--- config.mk ---
export PLATFORM = sky130hd
export DESIGN_NAME = pgsm_device_flat
export DESIGN_NICKNAME = d
export VERILOG_FILES = /design/src/pgsm_pkg.sv /design/src/pgsm_if.sv /design/src/pgsm_device.sv /design/src/flat_wrapper.sv
export SDC_FILE = /design/constraint.sdc
export NUM_CORES = 1
export LEC_CHECK = 0
export BUFFER_PORTS_ARGS = -buffer_cell sky130_fd_sc_hd__buf_2
export CAP_MARGIN = 5
export CORE_ASPECT_RATIO = 0.6
export CORE_MARGIN = 2
export CORE_UTILIZATION = 37
export CTS_BUF_LIST = sky130_fd_sc_hd__clkbuf_2 sky130_fd_sc_hd__clkbuf_4 sky130_fd_sc_hd__clkbuf_8
export CTS_CLUSTER_SIZE = 10
export DETAILED_ROUTE_END_ITERATION = 10
export SYNTH_ARGS = -nofsm -noshare
export SYNTH_HDL_FRONTEND = slang
export SYNTH_SLANG_ARGS = --single-unit
--- constraint.sdc ---
create_clock -name ref_clk_in -period 4.54 [get_ports ref_clk_in]
set_clock_uncertainty 0.05 [all_clocks]
set_input_delay 0.454 -clock ref_clk_in [delete_from_list [all_inputs] [get_ports ref_clk_in]]
set_output_delay 0.454 -clock ref_clk_in [all_outputs]
set_load 0.02 [all_outputs]
--- src/pgsm_pkg.sv ---
/*
 Package of the global power state controller: states, timing constants
 and the sizes shared by the device end and the host end.
 Assumes a single 100 MHz clock on both ends.
*/
package pgsm_pkg;
  localparam int CLK_HZ = 100_000_000;
  localparam int PB_DG_MS = 50;
  localparam int EN_DG_MS = 50;
  localparam int RST_DG_MS = 30;
  localparam int EN_WIN_S = 5;
  localparam int SLEEP_DLY_S = 1;
  localparam int RESET_MIN_S = 1;
  localparam int LONG_PRESS_S = 8;
  localparam int PB_DG_CYC = PB_DG_MS * (CLK_HZ / 1000);
  localparam int EN_DG_CYC = EN_DG_MS * (CLK_HZ / 1000);
  localparam int RST_DG_CYC = RST_DG_MS * (CLK_HZ / 1000);
  localparam int EN_WIN_CYC = EN_WIN_S * CLK_HZ;
  localparam int SLEEP_DLY_CYC = SLEEP_DLY_S * CLK_HZ;
  localparam int RESET_MIN_CYC = RESET_MIN_S * CLK_HZ;
  localparam int LONG_PRESS_CYC = LONG_PRESS_S * CLK_HZ;
  localparam int CNT_W = 32;
  localparam int RAIL_W = 8;
  localparam logic [RAIL_W-1:0] RAIL_RESET = 8'h00;
  typedef enum logic [2:0] {
    PGSM_OFF, PGSM_WAKE, PGSM_ACTIVE, PGSM_PWRDN, PGSM_SLEEP, PGSM_RESET
  } pgsm_state_t;
endpackage

--- src/pgsm_if.sv ---
/*
 Link between the power controller and the host processor.
 Assumes both ends share ref_clk_in; wake notify is open drain,
 the wire level is resolved here from the enable.
*/
`timescale 1ns/1ps
interface pgsm_if;
  logic power_enable;
  logic hard_reset_n;
  logic wake_notify_oe;
  logic wake_notify_o;
  logic wake_notify_n;
  // open-drain wire with pull-up
  assign wake_notify_n = wake_notify_oe ? wake_notify_o : 1'b1;
  modport device (input power_enable, input hard_reset_n,
    output wake_notify_oe, output wake_notify_o);
  modport host (output power_enable, output hard_reset_n,
    input wake_notify_n);
endinterface

--- src/pgsm_device.sv ---
/*
 Device end: global state machine of the power controller with input
 deglitch, enable window, sleep delay, reset hold and long-press timers.
 Assumes asynchronous pins from the host and supply monitors; faults
 are level inputs already filtered upstream.
*/
`timescale 1ns/1ps
module pgsm_device #(
  parameter int PB_DG = pgsm_pkg::PB_DG_CYC,
  parameter int EN_DG = pgsm_pkg::EN_DG_CYC,
  parameter int RST_DG = pgsm_pkg::RST_DG_CYC,
  parameter int EN_WIN = pgsm_pkg::EN_WIN_CYC,
  parameter int SLEEP_DLY = pgsm_pkg::SLEEP_DLY_CYC,
  parameter int RESET_MIN = pgsm_pkg::RESET_MIN_CYC,
  parameter int LONG_PRESS = pgsm_pkg::LONG_PRESS_CYC
) (
  input wire logic ref_clk_in,
  input wire logic nrst_in,
  pgsm_if.device link,
  input wire logic pushbutton_in,
  input wire logic usb_supply_in,
  input wire logic ac_supply_in,
  input wire logic fault_in,
  input wire logic off_select_in,
  input wire logic always_on_was_on_in,
  input wire logic [pgsm_pkg::RAIL_W-1:0] unseq_rails_in,
  input wire logic seq_done_in,
  output pgsm_pkg::pgsm_state_t state_out,
  output logic [pgsm_pkg::RAIL_W-1:0] unseq_rails_out,
  output logic always_on_regulator_out,
  output logic seq_up_out,
  output logic seq_down_out,
  output logic regs_clear_out,
  output logic serial_enable_out,
  output logic charger_enable_out
);
  import pgsm_pkg::*;
  pgsm_state_t state;
  logic [4:0] s1;
  logic [4:0] s2;
  logic pb_f, en_f, rst_f;
  logic usb_d, ac_d, pb_d;
  logic wake_ev, long_press;
  logic [CNT_W-1:0] pb_dc, en_dc, rst_dc, tmr, hold;

  // ****************************************
  // pin synchronisers
  // ****************************************
  always_ff @(posedge ref_clk_in) begin
    if (!nrst_in) begin
      // idle pin levels: button up, enable low, reset high, no supply
      s1 <= 5'h14;
      s2 <= 5'h14;
    end else begin
      s1 <= {pushbutton_in, link.power_enable, link.hard_reset_n,
             usb_supply_in, ac_supply_in};
      s2 <= s1;
    end
  end

  // ****************************************
  // deglitch filters
  // ****************************************
  function automatic logic [CNT_W-1:0] dg_next(input logic raw,
      input logic filt, input logic [CNT_W-1:0] cnt);
    dg_next = (raw == filt) ? '0 : cnt + 1'b1;
  endfunction

  always_ff @(posedge ref_clk_in) begin
    if (!nrst_in) begin
      pb_f <= 1'b1;
      pb_dc <= '0;
    end else begin
      pb_dc <= dg_next(s2[4], pb_f, pb_dc);
      if (s2[4] != pb_f && pb_dc >= CNT_W'(PB_DG - 1)) begin
        pb_f <= s2[4];
        pb_dc <= '0;
      end
    end
  end

  always_ff @(posedge ref_clk_in) begin
    if (!nrst_in) begin
      en_f <= 1'b0;
      en_dc <= '0;
    end else begin
      en_dc <= dg_next(s2[3], en_f, en_dc);
      if (s2[3] != en_f && en_dc >= CNT_W'(EN_DG - 1)) begin
        en_f <= s2[3];
        en_dc <= '0;
      end
    end
  end

  always_ff @(posedge ref_clk_in) begin
    if (!nrst_in) begin
      rst_f <= 1'b1;
      rst_dc <= '0;
    end else begin
      rst_dc <= dg_next(s2[2], rst_f, rst_dc);
      if (s2[2] != rst_f && rst_dc >= CNT_W'(RST_DG - 1)) begin
        rst_f <= s2[2];
        rst_dc <= '0;
      end
    end
  end

  // ****************************************
  // wake events and long press
  // ****************************************
  always_ff @(posedge ref_clk_in) begin
    if (!nrst_in) begin
      usb_d <= 1'b0;
      ac_d <= 1'b0;
      pb_d <= 1'b1;
    end else begin
      usb_d <= s2[1];
      ac_d <= s2[0];
      pb_d <= pb_f;
    end
  end
  assign wake_ev = (pb_d && !pb_f) || (s2[1] && !usb_d) || (s2[0] && !ac_d);

  // press counter restarts on button release and after each long press
  always_ff @(posedge ref_clk_in) begin
    if (!nrst_in) begin
      hold <= '0;
    end else if (pb_f || long_press) begin
      hold <= '0;
    end else begin
      hold <= hold + 1'b1;
    end
  end
  assign long_press = !pb_f && hold >= CNT_W'(LONG_PRESS - 1);

  // ****************************************
  // state machine
  // ****************************************
  always_ff @(posedge ref_clk_in) begin
    if (!nrst_in) begin
      state <= PGSM_OFF;
      tmr <= '0;
    end else begin
      tmr <= tmr + 1'b1;
      if (fault_in && state != PGSM_OFF) begin
        state <= PGSM_OFF;
        tmr <= '0;
      end else if ((!rst_f || long_press) && state != PGSM_OFF &&
                   state != PGSM_RESET) begin
        state <= PGSM_RESET;
        tmr <= '0;
      end else begin
        unique case (state)
          PGSM_OFF: if (wake_ev && !fault_in) begin
            state <= PGSM_WAKE;
            tmr <= '0;
          end
          PGSM_WAKE: if (en_f) begin
            state <= PGSM_ACTIVE;
            tmr <= '0;
          end else if (tmr >= CNT_W'(EN_WIN - 1)) begin
            state <= PGSM_OFF;
            tmr <= '0;
          end
          PGSM_ACTIVE: if (!en_f) begin
            tmr <= '0;
            if (off_select_in) state <= PGSM_OFF;
            else state <= PGSM_PWRDN;
          end
          PGSM_PWRDN: if (tmr >= CNT_W'(SLEEP_DLY - 1)) begin
            state <= PGSM_SLEEP;
            tmr <= '0;
          end
          PGSM_SLEEP: if (wake_ev || en_f) begin
            state <= en_f ? PGSM_ACTIVE : PGSM_WAKE;
            tmr <= '0;
          end
          PGSM_RESET: if (rst_f && tmr >= CNT_W'(RESET_MIN - 1)) begin
            state <= PGSM_WAKE;
            tmr <= '0;
          end
        endcase
      end
    end
  end

  // ****************************************
  // outputs
  // ****************************************
  always_ff @(posedge ref_clk_in) begin
    if (!nrst_in) begin
      state_out <= PGSM_OFF;
      unseq_rails_out <= RAIL_RESET;
      always_on_regulator_out <= 1'b0;
      seq_up_out <= 1'b0;
      seq_down_out <= 1'b0;
      regs_clear_out <= 1'b1;
      serial_enable_out <= 1'b0;
      charger_enable_out <= 1'b0;
      link.wake_notify_oe <= 1'b0;
      link.wake_notify_o <= 1'b0;
    end else begin
      state_out <= state;
      unique case (state)
        PGSM_OFF, PGSM_RESET: unseq_rails_out <= RAIL_RESET;
        PGSM_WAKE: unseq_rails_out <= unseq_rails_in;
        default: unseq_rails_out <= unseq_rails_out;
      endcase
      if (state == PGSM_OFF) always_on_regulator_out <= 1'b0;
      else if (state == PGSM_WAKE) always_on_regulator_out <= 1'b1;
      else if (state == PGSM_SLEEP || state == PGSM_PWRDN)
        always_on_regulator_out <= always_on_was_on_in;
      else if (state == PGSM_RESET) always_on_regulator_out <= 1'b0;
      seq_up_out <= state == PGSM_ACTIVE && state_out != PGSM_ACTIVE;
      seq_down_out <= (state == PGSM_PWRDN || state == PGSM_RESET ||
                       state == PGSM_OFF) && !seq_done_in;
      regs_clear_out <= (state == PGSM_OFF || state == PGSM_SLEEP ||
                         state == PGSM_RESET) && state_out != state;
      serial_enable_out <= state != PGSM_OFF;
      charger_enable_out <= state != PGSM_OFF &&
                            (s2[1] || s2[0]);
      link.wake_notify_o <= 1'b0;
      // no notify while a hard reset is pending
      link.wake_notify_oe <= state == PGSM_WAKE && !en_f &&
                             rst_f;
    end
  end
endmodule

--- src/flat_wrapper.sv ---
// flat-port wrapper written by rule: the top's interface ports become plain ports
module pgsm_device_flat import pgsm_pkg::*;
#(
  parameter int PB_DG = pgsm_pkg::PB_DG_CYC,
  parameter int EN_DG = pgsm_pkg::EN_DG_CYC,
  parameter int RST_DG = pgsm_pkg::RST_DG_CYC,
  parameter int EN_WIN = pgsm_pkg::EN_WIN_CYC,
  parameter int SLEEP_DLY = pgsm_pkg::SLEEP_DLY_CYC,
  parameter int RESET_MIN = pgsm_pkg::RESET_MIN_CYC,
  parameter int LONG_PRESS = pgsm_pkg::LONG_PRESS_CYC
)
  (ref_clk_in, nrst_in, pushbutton_in, usb_supply_in, ac_supply_in, fault_in, off_select_in, always_on_was_on_in, unseq_rails_in, seq_done_in, state_out, unseq_rails_out, always_on_regulator_out, seq_up_out, seq_down_out, regs_clear_out, serial_enable_out, charger_enable_out, link_power_enable, link_hard_reset_n, link_wake_notify_oe, link_wake_notify_o);
  pgsm_if link_i ();
  input wire logic ref_clk_in;
  input wire logic nrst_in;
  input wire logic pushbutton_in;
  input wire logic usb_supply_in;
  input wire logic ac_supply_in;
  input wire logic fault_in;
  input wire logic off_select_in;
  input wire logic always_on_was_on_in;
  input wire logic [pgsm_pkg::RAIL_W-1:0] unseq_rails_in;
  input wire logic seq_done_in;
  output pgsm_pkg::pgsm_state_t state_out;
  output logic [pgsm_pkg::RAIL_W-1:0] unseq_rails_out;
  output logic always_on_regulator_out;
  output logic seq_up_out;
  output logic seq_down_out;
  output logic regs_clear_out;
  output logic serial_enable_out;
  output logic charger_enable_out;
  input wire logic [$bits(link_i.power_enable)-1:0] link_power_enable;
  input wire logic [$bits(link_i.hard_reset_n)-1:0] link_hard_reset_n;
  output wire logic [$bits(link_i.wake_notify_oe)-1:0] link_wake_notify_oe;
  output wire logic [$bits(link_i.wake_notify_o)-1:0] link_wake_notify_o;
  assign link_i.power_enable = link_power_enable;
  assign link_i.hard_reset_n = link_hard_reset_n;
  assign link_wake_notify_oe = link_i.wake_notify_oe;
  assign link_wake_notify_o = link_i.wake_notify_o;
  pgsm_device #(.PB_DG(PB_DG), .EN_DG(EN_DG), .RST_DG(RST_DG), .EN_WIN(EN_WIN), .SLEEP_DLY(SLEEP_DLY), .RESET_MIN(RESET_MIN), .LONG_PRESS(LONG_PRESS)) u_core (.ref_clk_in(ref_clk_in), .nrst_in(nrst_in), .link(link_i), .pushbutton_in(pushbutton_in), .usb_supply_in(usb_supply_in), .ac_supply_in(ac_supply_in), .fault_in(fault_in), .off_select_in(off_select_in), .always_on_was_on_in(always_on_was_on_in), .unseq_rails_in(unseq_rails_in), .seq_done_in(seq_done_in), .state_out(state_out), .unseq_rails_out(unseq_rails_out), .always_on_regulator_out(always_on_regulator_out), .seq_up_out(seq_up_out), .seq_down_out(seq_down_out), .regs_clear_out(regs_clear_out), .serial_enable_out(serial_enable_out), .charger_enable_out(charger_enable_out));
endmodule
==> flow_summary.toml <==
[global_route]
use_met1_pct = 23.6
grt_util_met3_pct = 3.18
grt_start_max_net_pins = 34
met2_usage_pct = 18.4
grt_pass1_vias = 5415
grt_overflow_total = 0
grt_use_total_pct = 14.6
busiest_layer = "met1"
antenna_found_initial = 0
grt_pass1_wl_um = 27500

[sta]
grt_setup_unrepaired = "false"
final_hold_viol_count = 0
period_minus_slack_ns = 3.10
setup_viol = 0
slew_headroom_pct = 32.5
fin_crit_sh_pct = 68.3
worst_pin_slew_ns = 1.01
fin_ws_ns = 1.44
max_freq_mhz = 322
fin_setup_tns_ns = 0
whs_ns = 0.113
drv_slew = 0

[clocking]
cts_num_sinks = 197
holdBufCountCts = 0
cts_buffers = 17
clk_pin_slew_ns = 0.10
cts_tree = "built"
cts_resized = 0
cts_root_buf = "clkbuf_8"
clockBufferDepth = 2
clk-insertion-delay-late_ns = 0.47
cts_setup_buffers = 0
htreeDepth = 4

[power_and_ir_drop]
p_sw_mw = 1.04
combPwrFrac_pct = 13.8
clockPowerShare_pct = 33.1
ir_worst_vdd_mv = 0.194
seqPwrFrac_pct = 53.1
swShare_pct = 29.8
p_int_mw = 2.45
power_density_nw_per_um2 = 381
power_leakage_nw = 3.09

[yosys]
synth.avg_cell_area_um2 = 9.22
synth_common_cells = "dfxtp_1, nor2_1, xor2_1"
netlist_instances = 897
async_flop_share_pct = 0
netlist.top_cell.by_area = "dfxtp_1"
yosys.cell_count.top_type = "dfxtp_1"
syn_area_um2 = 8270
ys_ff_latch = 197
synth-edff-count = 0
synth_flop_cell = "dfxtp_1"
synth_area_leaders = "dfxtp_1, xor2_1, nor2_1"
synthDistinctLibCells = 63
synth_top_area_share_pct = 47.7
yosysSeqAreaShare_pct = 47.7
ys_warn_count = 0

[setup_path]
crit_family = "simple AND/OR/NAND/NOR gates"
critPathBufInv = 1
end_kind = "flop"
cp.arrival_ns = 3.37
crit_fanout = 20
startpoint_type = "flop"
max_stage_delay_ns = 0.77
path_class = "flop to flop"
required_ns = 4.81
cpMaxStageDelayCell = "dfxtp_1"
path_cells = "nor3b_1, nand4b_1, or4_4, o2bb2ai_2, o21ai_4, buf_4, nor3_1"

[cells_and_area]
num_antenna_cells = 0
final_cells = 1255
drive_above_1_share_pct = 12.8
area_growth_pct = 11.0
fin_nets = 980
finish.utilization_pct = 41.8
fillerInstances = 2192

[floorplan]
die_y_um = 120
ioPinCount = 38
die-area_um2 = 23600
core_area_um2 = 22000
die_w_um = 197
std_cell_rows = 42
initial_core_util_pct = 37.6

[detailed_routing]
drc = 0
antenna_left = 0
via_count = 5967
routed_wl_um = 16100
via_per_inst = 4.75
drtPass1Iterations = 7
wl_per_cell_um = 12.8
drt_iter0_drc = 469

[place]
dp.cells = 1223
io_buffers = 36
routabilityCongestion = 0.800
hpwl_um = 11300
place_ws_ns = 1.45

[job]
cap_violations = 0

[outcome]
status = "completed"

[hold_path]
hold_class = "primary input to flop"
[layout make-up]
cell class              instances  area, um^2  area share, %
well taps                     286         358           3.90
clock buffers                  19         249           2.71
clock inverters                13         148           1.61
multi-input cells             676        4180           45.5
inverters                      23        86.3          0.940
flip-flops and latches        197        3940           43.0
repair buffers                 41         218           2.37
[cells by family after synthesis]
logic type,share of synthesized area [%]
buf+inv,3.13
simple gates,28.2
other cells,0.0454
mux,0.121
compound gates,7.63
xor+xnor,12.4
fa+ha+maj,0.757
flops,47.7
[power by group through the flow]
| stage | Combinational, mW | Clock [mW] | Sequential (mW) |
|---|---|---|---|
| after floorplan | 0.378 | 0 | 1.90 |
| after global placement | 0.486 | 0 | 1.90 |
| after detailed placement | 0.484 | 0 | 1.90 |
| after CTS | 0.486 | 1.20 | 1.86 |
| after global routing | 0.530 | 1.28 | 1.87 |
| final | 0.484 | 1.16 | 1.86 |
[per-stage QoR]
stage	cell area [um^2]	total power [mW]
floorplan	8380	2.28
global placement	8780	2.38
detailed placement	8780	2.38
CTS	9180	3.54
global route	9180	3.67
finish	9180	3.50
[path summary, 6_finish.rpt]
kind | slack (ns) | start | to | cells after the start
hold / removal | 0.11 | link_hard_reset_n | u_core.s1[2] | 2
setup / recovery | 1.44 | u_core.state[1] | u_core.tmr[2] | 7
hold reg to reg | 0.40 | u_core.en_dc[0] | u_core.en_dc[0] | 1
setup reg to reg | 1.44 | u_core.state[1] | u_core.tmr[2] | 7
[registers in the layout, summed over array words and instances, names as in the netlist, 5 cells and up]
register                flops
u_core.en_dc               32
u_core.hold                32
u_core.pb_dc               32
u_core.rst_dc              32
u_core.s1                   5
u_core.s2                   5
u_core.tmr                 32
u_core.unseq_rails_out      8
[worst reg2reg max path: cells and delay by family (launching register included)]
family / cells / cell delay, ns
buffers and inverters: 1 / 0.42
flip-flops: 1 / 0.77
AO/OA/AOI/OAI: 2 / 0.68
AND/OR/NAND/NOR: 4 / 1.05
[per-layer routing]
| layer | part of all wire [%] | wire length [um] | vias to the layer above |
|---|---|---|---|
| met1 | 59 | 9440 | 2695 |
| li1 | - | - | 3161 |
| met4 | 1.3 | 215 | 0 |
| met3 | 3.9 | 625 | 15 |
| met2 | 36 | 5790 | 96 |
| met5 | 0 | 0 | - |
[cells in the final DEF, fill, tap and decap left out, types with 7 or more instances in the layout]
cell type,count
a21oi_1,18
a22oi_1,8
and2_1,17
and3_1,17
buf_2,36
clkbuf_8,17
conb_1,31
dfxtp_1,197
inv_1,23
nand2_1,55
nand2b_1,8
nand3_1,57
nand4_1,24
nor2_1,142
nor2b_1,16
nor3_1,23
nor3_2,34
nor4_1,8
o21ai_0,17
or3_1,7
or4_1,8
xnor2_1,54
xor2_1,63
Power figures use the tool's default switching activity.
